===== src/hdl/cpw_pkg.sv =====
// Notes on behaviour
// - Wakeup wait ends on sleep-to-normal change
// - Caller write of normal mode from sleep wakes locally
// - Wakeup since last wait is latched
// - Start sets no latch; stopped records nothing
// - Both waits error while communication stopped
// - Millisecond timeout; zero polls wakeup latch once
// - Timeout minus one waits without limit
// - Timeout sets flag, error stays clear
// - Transmit wait needs every queued frame finished, up to 255 pending
// - Nothing pending means transmit wait returns immediately
// - Start reports transmit complete, none pending
// - Transmit poll times out while frames pending
// - Stop clears queue and ends waits
package cpw_pkg;
    // ==========================================
    // Timing
    // ==========================================
    localparam int CLK_HZ = 100_000_000; // Block clock rate
    localparam int TICK_MS = 1; // Tick period in ms
    localparam int TICK_CYCLES = CLK_HZ / 1000 * TICK_MS; // Cycles per tick
    localparam int TMO_W = 32; // Timeout width, signed ms
    localparam int PEND_W = 8; // Pending frame counter width
    localparam logic [TMO_W-1:0] TMO_POLL = 32'h0000_0000; // Poll value
    localparam logic [TMO_W-1:0] TMO_FOREVER = 32'hffff_ffff; // Minus one
    localparam logic [PEND_W-1:0] PEND_RESET = 8'h00; // Empty queue
    // ==========================================
    // Wait engine states
    // ==========================================
    typedef enum logic [1:0] {CPW_IDLE, CPW_WAIT, CPW_DONE} cpw_state_type;
endpackage


===== src/hdl/cpw_wait_if.sv =====
`timescale 1ns/100ps
// ==========================================
// Link between top and one wait engine
// ==========================================
interface cpw_wait_if;
    import cpw_pkg::*;
    logic start; // Wait request pulse
    logic [TMO_W-1:0] timeout; // Requested timeout, ms
    logic event_hit; // Condition met this cycle
    logic abort; // Stop ends the wait
    logic tick; // Millisecond tick
    logic done; // Result pulse
    logic timed_out; // Result flag
    logic busy; // Wait outstanding
    modport top (output start, timeout, event_hit, abort, tick, input done, timed_out, busy);
    modport eng (input start, timeout, event_hit, abort, tick, output done, timed_out, busy);
endinterface


===== src/hdl/cpw_top.sv =====
`timescale 1ns/100ps
// ==========================================
// Wakeup and transmit-complete waits
// ==========================================
module cpw_top (
    input wire logic CLK,
    input wire logic RST_N,
    input wire logic START_COMM, // Start communication pulse
    input wire logic STOP_COMM, // Stop communication pulse
    input wire logic XCVR_SLEEP_IN, // Transceiver asleep, from outside
    input wire logic MODE_WR_NORMAL, // Caller writes mode Normal, pulse
    input wire logic TX_QUEUED, // Frame queued, pulse
    input wire logic TX_FINISHED, // Frame sent or aborted, pulse
    input wire logic WAKE_REQ, // Wakeup wait request pulse
    input wire logic [cpw_pkg::TMO_W-1:0] WAKE_TIMEOUT, // Wakeup timeout, ms
    input wire logic TXC_REQ, // Transmit wait request pulse
    input wire logic [cpw_pkg::TMO_W-1:0] TXC_TIMEOUT, // Transmit timeout, ms
    output logic WAKE_DONE, // Wakeup wait result pulse
    output logic WAKE_TIMED_OUT, // Wakeup timed-out flag
    output logic WAKE_ERROR, // Wakeup error, stopped
    output logic TXC_DONE, // Transmit wait result pulse
    output logic TXC_TIMED_OUT, // Transmit timed-out flag
    output logic TXC_ERROR, // Transmit error, stopped
    output logic COMM_RUNNING, // Communication started
    output logic TX_ALL_DONE // No frames pending
);
    import cpw_pkg::*;
    // ==========================================
    // Pin synchroniser and mode edge
    // ==========================================
    logic sleep_s1_reg, sleep_s2_reg, sleep_d_reg; // Two flops plus history
    logic run_reg; // Communication running
    logic remote_wake; // Sleep to normal on the pin
    logic wake_evt; // Any wakeup while running
    assign remote_wake = sleep_d_reg && !sleep_s2_reg;
    // Only the caller's write from Sleep counts as a local wakeup
    assign wake_evt = run_reg && (remote_wake || (MODE_WR_NORMAL && sleep_s2_reg));
    // Synchroniser
    always_ff @(posedge CLK) begin
        if (!RST_N) begin
            sleep_s1_reg <= 1'b0;
            sleep_s2_reg <= 1'b0;
            sleep_d_reg <= 1'b0;
        end else begin
            sleep_s1_reg <= XCVR_SLEEP_IN;
            sleep_s2_reg <= sleep_s1_reg;
            sleep_d_reg <= sleep_s2_reg;
        end
    end
    // ==========================================
    // Run state, wake latch, pending count
    // ==========================================
    logic latch_reg, latch_next; // Wakeup since last wait
    logic [PEND_W-1:0] pend_reg, pend_next; // Frames in flight
    logic wake_consume; // Wakeup wait completes on event
    logic txc_hit; // Transmit condition met
    assign txc_hit = (pend_reg == PEND_RESET);
    assign TX_ALL_DONE = txc_hit;
    assign COMM_RUNNING = run_reg;
    // A wakeup that ends a busy wait is used up there, so it cannot also satisfy the next wait
    // Stop clears first, so nothing is recorded once stopped; start clears without setting
    assign latch_next = (STOP_COMM || wake_consume) ? 1'b0 :
        (wake_evt ? 1'b1 : (START_COMM ? 1'b0 : latch_reg));
    // Queue count; stop or start empties it, a lone finish on empty is ignored
    always_comb begin
        pend_next = pend_reg;
        if (STOP_COMM || START_COMM) begin
            pend_next = PEND_RESET;
        end else if (run_reg && TX_QUEUED && !TX_FINISHED) begin
            pend_next = (pend_reg == 8'hff) ? pend_reg : pend_reg + 8'h01;
        end else if (TX_FINISHED && !TX_QUEUED && pend_reg != PEND_RESET) begin
            pend_next = pend_reg - 8'h01;
        end
    end
    // Run, latch and count registers
    always_ff @(posedge CLK) begin
        if (!RST_N) begin
            run_reg <= 1'b0;
            latch_reg <= 1'b0;
            pend_reg <= PEND_RESET;
        end else begin
            run_reg <= STOP_COMM ? 1'b0 : (START_COMM ? 1'b1 : run_reg);
            latch_reg <= latch_next;
            pend_reg <= pend_next;
        end
    end
    // ==========================================
    // Millisecond tick
    // ==========================================
    localparam logic [31:0] TICK_LAST = 32'(TICK_CYCLES - 1);
    logic [31:0] div_reg; // Tick divider
    logic tick; // One-cycle tick
    assign tick = (div_reg == TICK_LAST);
    // Divider runs freely; first tick comes up to one ms early
    always_ff @(posedge CLK) begin
        if (!RST_N) begin
            div_reg <= 32'h0000_0000;
        end else begin
            div_reg <= tick ? 32'h0000_0000 : div_reg + 32'h0000_0001;
        end
    end
    // ==========================================
    // Wait engines
    // ==========================================
    cpw_wait_if wk_if ();
    cpw_wait_if tx_if ();
    logic wake_err_req, txc_err_req; // Request made while stopped
    assign wake_err_req = WAKE_REQ && !run_reg && !wk_if.busy;
    assign txc_err_req = TXC_REQ && !run_reg && !tx_if.busy;
    assign wk_if.start = WAKE_REQ && run_reg;
    assign wk_if.timeout = WAKE_TIMEOUT;
    assign wk_if.event_hit = latch_reg || wake_evt;
    assign wk_if.abort = STOP_COMM;
    assign wk_if.tick = tick;
    assign tx_if.start = TXC_REQ && run_reg;
    assign tx_if.timeout = TXC_TIMEOUT;
    assign tx_if.event_hit = txc_hit;
    assign tx_if.abort = STOP_COMM;
    assign tx_if.tick = tick;
    assign wake_consume = wk_if.busy && wk_if.event_hit && !STOP_COMM;
    cpw_wait_engine u_wake (
        .clk(CLK),
        .rst_n(RST_N),
        .w(wk_if)
    );
    cpw_wait_engine u_txc (
        .clk(CLK),
        .rst_n(RST_N),
        .w(tx_if)
    );
    // ==========================================
    // Result registers
    // ==========================================
    // Error result is a one-cycle done with error set, not timed out
    always_ff @(posedge CLK) begin
        if (!RST_N) begin
            WAKE_DONE <= 1'b0;
            WAKE_TIMED_OUT <= 1'b0;
            WAKE_ERROR <= 1'b0;
            TXC_DONE <= 1'b0;
            TXC_TIMED_OUT <= 1'b0;
            TXC_ERROR <= 1'b0;
        end else begin
            WAKE_DONE <= wk_if.done || wake_err_req;
            WAKE_TIMED_OUT <= wk_if.done && wk_if.timed_out;
            WAKE_ERROR <= wake_err_req;
            TXC_DONE <= tx_if.done || txc_err_req;
            TXC_TIMED_OUT <= tx_if.done && tx_if.timed_out;
            TXC_ERROR <= txc_err_req;
        end
    end
    // ==========================================
    // Checks
    // ==========================================
    a_stop_error: assert property (@(posedge CLK) disable iff (!RST_N)
        (WAKE_REQ && !run_reg && !wk_if.busy) |=> (WAKE_DONE && WAKE_ERROR && !WAKE_TIMED_OUT))
        else $error("stopped wakeup wait gave no error");
    a_txc_stop_error: assert property (@(posedge CLK) disable iff (!RST_N)
        (TXC_REQ && !run_reg && !tx_if.busy) |=> (TXC_DONE && TXC_ERROR))
        else $error("stopped transmit wait gave no error");
    a_tmo_no_err: assert property (@(posedge CLK) disable iff (!RST_N)
        (WAKE_TIMED_OUT || TXC_TIMED_OUT) |-> !(WAKE_TIMED_OUT && WAKE_ERROR) && !(TXC_TIMED_OUT && TXC_ERROR))
        else $error("timeout reported as error");
    a_start_empty: assert property (@(posedge CLK) disable iff (!RST_N)
        START_COMM |=> TX_ALL_DONE)
        else $error("start left frames pending");
    a_start_no_wake: assert property (@(posedge CLK) disable iff (!RST_N)
        (START_COMM && !wake_evt) |=> !latch_reg)
        else $error("start set the wake latch");
    a_stopped_no_latch: assert property (@(posedge CLK) disable iff (!RST_N)
        (!run_reg && !latch_reg) |=> !latch_reg)
        else $error("wakeup recorded while stopped");
    a_latch_fast: assert property (@(posedge CLK) disable iff (!RST_N)
        (latch_reg && run_reg && WAKE_REQ && !STOP_COMM && !wk_if.busy && !wk_if.done)
        |=> (STOP_COMM or ##2 (WAKE_DONE && !WAKE_TIMED_OUT)))
        else $error("latched wakeup did not return at once");
    a_txc_pending: assert property (@(posedge CLK) disable iff (!RST_N)
        (TXC_DONE && TXC_TIMED_OUT) |-> $past(pend_reg, 2) != PEND_RESET)
        else $error("transmit timed out with nothing pending");
    a_local_wake: assert property (@(posedge CLK) disable iff (!RST_N)
        (run_reg && MODE_WR_NORMAL && sleep_s2_reg && !STOP_COMM) |=> latch_reg || $past(wake_consume))
        else $error("local wakeup not latched");
    c_wake_ok: cover property (@(posedge CLK) disable iff (!RST_N) WAKE_DONE && !WAKE_TIMED_OUT && !WAKE_ERROR);
    c_txc_tmo: cover property (@(posedge CLK) disable iff (!RST_N) TXC_DONE && TXC_TIMED_OUT);
    c_err: cover property (@(posedge CLK) disable iff (!RST_N) TXC_ERROR);
endmodule


===== src/hdl/cpw_wait_engine.sv =====
`timescale 1ns/100ps
// ==========================================
// One wait: timeout counter and result
// ==========================================
module cpw_wait_engine (
    input wire logic clk,
    input wire logic rst_n,
    cpw_wait_if.eng w
);
    import cpw_pkg::*;
    cpw_state_type state_reg, state_next; // Engine state
    logic [TMO_W-1:0] cnt_reg, cnt_next; // Remaining ms
    logic forever_reg, forever_next; // No time limit
    logic tmo_reg, tmo_next; // Result flag
    logic expire; // Counter ran out
    assign expire = !forever_reg && (cnt_reg == TMO_POLL);
    assign w.done = (state_reg == CPW_DONE);
    assign w.timed_out = tmo_reg;
    assign w.busy = (state_reg == CPW_WAIT);
    // Next state; event checked before expiry so a zero poll sees a latched event
    always_comb begin
        state_next = state_reg;
        cnt_next = cnt_reg;
        forever_next = forever_reg;
        tmo_next = tmo_reg;
        case (state_reg)
            CPW_IDLE: begin
                if (w.start) begin
                    // Counter loaded from the request
                    cnt_next = w.timeout;
                    forever_next = (w.timeout == TMO_FOREVER);
                    state_next = CPW_WAIT;
                end
            end
            CPW_WAIT: begin
                if (w.abort) begin
                    // Stop ends the wait quietly
                    state_next = CPW_IDLE;
                end else if (w.event_hit) begin
                    tmo_next = 1'b0;
                    state_next = CPW_DONE;
                end else if (expire) begin
                    tmo_next = 1'b1;
                    state_next = CPW_DONE;
                end else if (w.tick && !forever_reg) begin
                    cnt_next = cnt_reg - 32'h0000_0001;
                end
            end
            CPW_DONE: state_next = CPW_IDLE;
            default: state_next = CPW_IDLE;
        endcase
    end
    // State registers
    always_ff @(posedge clk) begin
        if (!rst_n) begin
            state_reg <= CPW_IDLE;
            cnt_reg <= TMO_POLL;
            forever_reg <= 1'b0;
            tmo_reg <= 1'b0;
        end else begin
            state_reg <= state_next;
            cnt_reg <= cnt_next;
            forever_reg <= forever_next;
            tmo_reg <= tmo_next;
        end
    end
    // ==========================================
    // Checks
    // ==========================================
    a_forever_no_tmo: assert property (@(posedge clk) disable iff (!rst_n)
        (state_reg == CPW_WAIT && forever_reg && !w.abort && !w.event_hit) |=> !(w.done && w.timed_out))
        else $error("infinite wait timed out");
    a_poll_one_step: assert property (@(posedge clk) disable iff (!rst_n)
        (state_reg == CPW_IDLE && w.start && w.timeout == TMO_POLL) |=> ##1 (w.done || state_reg == CPW_IDLE))
        else $error("poll did not finish in two cycles");
    a_abort_idle: assert property (@(posedge clk) disable iff (!rst_n)
        (state_reg == CPW_WAIT && w.abort) |=> (state_reg == CPW_IDLE && !w.done))
        else $error("stop did not end wait");
    c_timeout: cover property (@(posedge clk) disable iff (!rst_n) w.done && w.timed_out);
    c_event: cover property (@(posedge clk) disable iff (!rst_n) w.done && !w.timed_out);
endmodule


===== config.mk =====
export PLATFORM = sky130hd
export DESIGN_NAME = cpw_top
export DESIGN_NICKNAME = d
export VERILOG_FILES = /design/src/hdl/cpw_pkg.sv /design/src/hdl/cpw_wait_if.sv /design/src/hdl/cpw_top.sv /design/src/hdl/cpw_wait_engine.sv
export SDC_FILE = /design/constraint.sdc
export NUM_CORES = 1
export LEC_CHECK = 0
export BUFFER_PORTS_ARGS = -buffer_cell sky130_fd_sc_hd__buf_2
export CORE_UTILIZATION = 45
export CTS_BUF_LIST = sky130_fd_sc_hd__clkbuf_8 sky130_fd_sc_hd__clkbuf_16
export DETAILED_ROUTE_END_ITERATION = 8
export SYNTH_ARGS = -nofsm -noshare
export SYNTH_HDL_FRONTEND = slang
export SYNTH_SLANG_ARGS = --single-unit

===== constraint.sdc =====
create_clock -name CLK -period 5 [get_ports CLK]
set_input_delay 0.75 -clock CLK [delete_from_list [all_inputs] [get_ports CLK]]
set_output_delay 0.75 -clock CLK [all_outputs]
set_load 0.02 [all_outputs]

==> results.cfg, run 1 <==
[final_layout]
final_cell_mix = dfxtp_1, nor2_1, nand2_1
layout_commonest_cell = dfxtp_1
fill_cells = 1425
final_core_util = 0.538
drive_gt1_frac = 0.147
final_cell_count_no_fill = 1137
final_nets = 1028
area_delta_synth_final_pct = 15.0

[clock_network]
ctsHoldBuffers = 0
clk_latency_ns = 0.42
cts_setup_buffers = 0
tritoncts = yes
post_cts_resized = 0
clockBufferDepth = 2
cts_root_buf = clkbuf_16
htree_levels = 4
cts_sinks = 123
cts_buffers = 17
cts.clk_slew.worst_paths_ns = 0.05

[sta]
rsz0062_at_grt = false
fin_setup_tns_ns = 0
period_share = 0.733
hold_viol = 0
tightest_slew_ns = 1.10
maxSlewHeadroom = 0.264
finalClockSkew_ns = 0.00930
fmaxAchievable_ghz = 0.273
setup_ws_ns = 1.34
timing.final.crit_period_ns = 3.66
slew_violations = 0
finalSetupViolations = 0

[worst_setup_path]
crit_path_end_kind = flip-flop
cp.required_ns = 5.35
setup.worst_path.start_class = flip-flop
crit_buf_inv = 2
reg2reg_from = u_txc.cnt_reg[0]
cp-startpoint = u_txc.cnt_reg[0]
r2r_slack_ns = 1.34
crit_cells = 9
critPathCapture = u_txc.cnt_reg[8]
crit_family = compound AO/OA/AOI/OAI gates
r2r-end = u_txc.cnt_reg[8]
worst-r2r-cell-count = 9
crit_arrival_ns = 4.01
cp_slowest_cell = o41ai_1
cp_cell_sequence = inv_1, ha_1, nor4b_1, nand3_1, o41ai_1, o41a_1, buf_4, o21ai_0, a21oi_1
critPathKind = reg -> reg
cp_max_fo = 23
max_stage_delay_ns = 0.91

[grt]
grt_antenna_before_repair = 1
grt_max_degree = 46
gr-usage-all-layers = 0.248
grt_pass1_vias = 6622
grt_pass1_wl_mm = 31.7
grt-ovfl-total = 0

[route]
drtIter0Drc = 534
num_vias = 7036
drt-pass1-iter-count = 7
dr.max_layer_used = met4
routed_wl_mm = 19.2
routedWlPerCell_microns = 16.8
drc = 4
m1WireLength_mm = 8.80
ant_nets = 0
met3WireLength_mm = 1.22
vias_per_cell = 6.19
routed-wl-met2_mm = 8.83

[synthesis]
avgSynthCellArea_sq_um = 7.75
yosysUniqueCellTypes = 73
netlist_area_sq_um = 6870
synth_fp_nets = 971
synth_edf_count = 0
yosys_register_bits = 123
yosysWarningCount = 0
synth_flop_cell = dfxtp_1
async_flop_share = 0
seq_area_frac_synth = 0.358
synthCells = 887

[placement]
dp_slack_ns = 1.41
place_congestion = 0.867
portBuffers = 81
hpwl_mm = 13.4
dp_cells = 1109

[floorplanning]
ios = 82
coreArea_sq_um = 14700
dieArea_sq_um = 15800
die_w_microns = 126
initial_utilization = 0.468
die_h_microns = 126
num_rows = 44

[run]
drv_cap = 0

[pwr]
pwr_density_cell_nw_per_um2 = 318
p_leak_nw = 3.03
worst_ir_drop_vdd_mv = 0.256

[outcome]
violations = design-rule violations
status = finished, violations left

[min_path]
min_path_type = reg -> reg
-- area by class of cell --
| cell class | count | area (sq um) | share of cell area |
|---|---|---|---|
| sequential | 123 | 2460 | 0.312 |
| inverter | 18 | 70.1 | 0.00887 |
| clock buffer | 18 | 439 | 0.0556 |
| timing repair buffer | 90 | 473 | 0.0598 |
| multi-input combinational | 694 | 4140 | 0.523 |
| tap | 184 | 230 | 0.0291 |
| antenna | 1 | 2.50 | 0.000317 |
| clock inverter | 9 | 88.8 | 0.0112 |
-- cell usage after synthesis, drive strengths merged, types with 4 or more instances --
cell type  count  area [sq um]
nand4         36           225
nor4          35           219
buf           15          86.3
nand3         25           125
o22ai         16           100
or3           18           113
o211ai        12          90.1
nand3b         5          37.5
nor3b          6          45.0
a32o           5          50.1
or2            9          56.3
xor2          10          87.6
a21o           5          37.5
a211oi         7          62.6
o21ai         48           240
nor4b          6          52.6
inv           17          66.3
mux2i          6          60.1
a221oi         4          47.6
and3          13          81.3
o21bai         4          30.0
ha             9           113
nor2         115           432
a22oi          9          67.6
or4           11          86.3
dfxtp        123          2460
a31oi          9          71.3
o31ai          8          60.1
nor3          40           200
nand2         85           319
and2           5          31.3
clkbuf        37           139
a21oi         54           270
xnor2         24           210
nand2b         9          56.3
o41ai          6          60.1
-- how the worst min path moves through the flow --
stage | from | to | cells past startpoint
after floorplan | sleep_s1_reg | sleep_s2_reg | 1
after global placement | sleep_s1_reg | sleep_s2_reg | 1
after detailed placement | sleep_s1_reg | sleep_s2_reg | 1
after CTS | sleep_s1_reg | sleep_s2_reg | 1
after global routing | sleep_s1_reg | sleep_s2_reg | 1
final | sleep_s1_reg | sleep_s2_reg | 1
-- per-stage QoR --
stage               power (mW)  instance area, sq um  hold WS [ns]
floorplan                 1.28                  6870         0.412
global placement          1.39                  7370         0.423
detailed placement        1.39                  7370         0.436
CTS                       2.52                  7900         0.449
global route              2.61                  7900         0.466
finish                    2.51                  7900         0.444
-- layer usage --
metal,vias to the layer above,GRT usage
met2,251,0.395
met5,-,0
li1,3407,-
met3,26,0.0561
met4,0,0.0954
met1,3352,0.326
-- power breakdown --
group | switching [mW] | total, mW | internal (mW)
Combinational | 0.226 | 0.352 | 0.126
Clock | 0.412 | 1.13 | 0.719
Sequential | 0.0254 | 1.03 | 1.00
-- worst reg2reg max path, cell delays in order, from the launching register on --
cell	delay, ns
dfxtp_1	0.32
inv_1	0.10
ha_1	0.24
nor4b_1	0.38
nand3_1	0.29
o41ai_1	0.91
o41a_1	0.79
buf_4	0.30
o21ai_0	0.10
a21oi_1	0.16
-- kinds of logic after synthesis --
family	count (synthesis)	synth area share
and+or+nand+nor	430	0.318
AOI/OAI and AO/OA	211	0.204
DFF	123	0.358
buffers and inverters	70	0.0430
xor gates and xnor gates	34	0.0433
adders and majority gates	10	0.0193
muxes	9	0.0137
Note: power is estimated with default switching activity, not from simulation.
==> run 2, diff against run 1 <==
--- a/config.mk
+++ b/config.mk
@@ -9,6 +9,7 @@
 export CORE_UTILIZATION = 45
 export CTS_BUF_LIST = sky130_fd_sc_hd__clkbuf_8 sky130_fd_sc_hd__clkbuf_16
 export DETAILED_ROUTE_END_ITERATION = 8
+export PLACE_DENSITY = 0.67
 export SYNTH_ARGS = -nofsm -noshare
 export SYNTH_HDL_FRONTEND = slang
 export SYNTH_SLANG_ARGS = --single-unit
==> constraint.sdc (replaced) <==
create_clock -name CLK -period 3.35 [get_ports CLK]
set_input_delay 0.5025 -clock CLK [delete_from_list [all_inputs] [get_ports CLK]]
set_output_delay 0.5025 -clock CLK [all_outputs]
set_load 0.02 [all_outputs]
==> run 2 against run 1 <==
Compared with the run above: the flow still finishes with violations (design-rule violations); via count decreased by 1.4%; utilization up 1.3 points; total power grew 56%; cell count increased by 1.8%; non-clock buffer count rose by 17; count of clock-buffer cells in the layout increased by 1; clock skew up 0.00098 ns; worst setup slack got worse by 1.1 ns; register-to-register slack got worse by 1.1 ns; critical path depth fell by 1; sequential cell count did not move; largest power group unchanged.
==> results.cfg, run 2 (synthesized netlist as in run 1, its figures left out) <==
[placement]
placed_area_sq_um = 7500
hpwl_mm = 13.2
portBuffers = 81
dp_cells = 1126
dp_slack_ns = 0.196
place_congestion = 0.866

[floorplanning]
die_w_microns = 126
num_rows = 44
coreArea_sq_um = 14700
initial_utilization = 0.468
die_h_microns = 126
ios = 82
dieArea_sq_um = 15800

[min_path]
hold_path_depth = 2
min_path_type = in -> reg
hp-start = XCVR_SLEEP_IN
min_to = sleep_s1_reg

[clock_network]
cts_buffers = 17
clk_latency_ns = 0.42
cts.clk_slew.worst_paths_ns = 0.06
tritoncts = yes
htree_levels = 4
cts_sinks = 123
cts_root_buf = clkbuf_16
clockBufferDepth = 2
ctsHoldBuffers = 0

[worst_setup_path]
r2r-end = u_wake.cnt_reg[17]
worst-r2r-cell-count = 8
critPathKind = reg -> reg
cp-startpoint = u_wake.cnt_reg[0]
setup.worst_path.start_class = flip-flop
cp_max_fo = 21
reg2reg_from = u_wake.cnt_reg[0]
crit_path_end_kind = flip-flop
crit_arrival_ns = 3.45
cp.required_ns = 3.66
r2r_slack_ns = 0.21

[final_layout]
layout_commonest_cell = dfxtp_1
post-route-cell-area_sq_um = 8090
final_cell_count_no_fill = 1157
drive_gt1_frac = 0.166
final_cell_mix = dfxtp_1, nor2_1, nand2_1
area_delta_synth_final_pct = 17.7
antenna_cells = 0
final_nets = 1045

[route]
routedWlPerCell_microns = 16.5
num_vias = 6941
drt-pass1-iter-count = 8
routed_wl_mm = 19.1
drc = 5
ant_nets = 0
vias_per_cell = 6.00
drtIter0Drc = 635

[grt]
grt_pass1_vias = 6442
gr-usage-all-layers = 0.249
grt_antenna_before_repair = 0
grt_pass1_wl_mm = 31.7
grt_max_degree = 42
grt-ovfl-total = 0

[sta]
rsz0062_at_grt = false
maxSlewHeadroom = 0.389
slew_violations = 0
setup_ws_ns = 0.206
timing.final.crit_period_ns = 3.14
period_share = 0.938
tightest_slew_ns = 0.913
fmaxAchievable_ghz = 0.318
finalClockSkew_ns = 0.0103
fin_setup_tns_ns = 0
hold_viol = 0
finalSetupViolations = 0

[pwr]
p_leak_nw = 3.13
p_total_mw = 3.91
worst_ir_drop_vdd_mv = 0.360
pwr_density_cell_nw_per_um2 = 484

[outcome]
status = finished, violations left
violations = design-rule violations

[run]
drv_cap = 0
run 2: changes by cell type in the layout (fill, tap and decap cells not counted), sizes merged:
cell      delta
clkbuf       +1
buf         +17
bufinv       +1
clkinvlp     +1
inv          -1
diode        -1
clkinv       +2
run 2: how the worst max path moves through the flow:
stage               cells after the start  slack [ns]                 end
detailed placement                      8        0.20  u_wake.cnt_reg[17]
global route                            9        0.08    u_txc.cnt_reg[0]
global placement                        8        0.30  u_wake.cnt_reg[17]
CTS                                     8        0.17  u_wake.cnt_reg[17]
floorplan                              10        0.49   u_wake.cnt_reg[5]
finish                                  8        0.21  u_wake.cnt_reg[17]
run 2: metrics by stage:
step,hold slack (ns),utilization
2_1_floorplan,0.412,-
3_3_place_gp,0.415,0.510
3_5_place_dp,0.419,0.510
4_1_cts,0.300,0.550
5_1_grt,0.301,0.550
6_report,0.310,0.550
run 2: critical path, cell delays in order (launching register included):
cell and delay (ns):
dfxtp_1 0.32, inv_1 0.09, ha_1 0.18, or3b_1 0.42, or4_1 0.64, nor4b_1 0.60
or4b_4 0.42, nor2_1 0.08, o311a_1 0.28
run 2: routing by layer:
| layer | wire length [microns] | share of wire | GRT usage |
|---|---|---|---|
| met3 | 1080 | 0.057 | 0.0496 |
| met1 | 8990 | 0.47 | 0.337 |
| met2 | 8660 | 0.45 | 0.389 |
| met5 | 0 | 0 | 0 |
| met4 | 312 | 0.016 | 0.0976 |
run 2: layout make-up:
cell class	instances	area (sq um)
multi-input cells	694	4140
clock inverters	12	133
fillers	1404	6610
inverters	18	70.1
flip-flops and latches	123	2460
well taps	184	230
clock buffers	19	453
repair buffers	107	601
run 2: report_power, final:
| group | internal (mW) | switching, mW | total (mW) | leakage, nW |
|---|---|---|---|---|
| Clock | 1.19 | 0.654 | 1.84 | 0.303 |
| Combinational | 0.201 | 0.339 | 0.541 | 1.83 |
| Sequential | 1.50 | 0.0357 | 1.53 | 0.996 |
| Total | 2.89 | 1.03 | 3.91 | 3.13 |
run 2: repair_timing:
action | CTS | global route
buffers inserted | 0 | 0
setup endpoints to repair | 0 | 3
resized for setup | 0 | 1
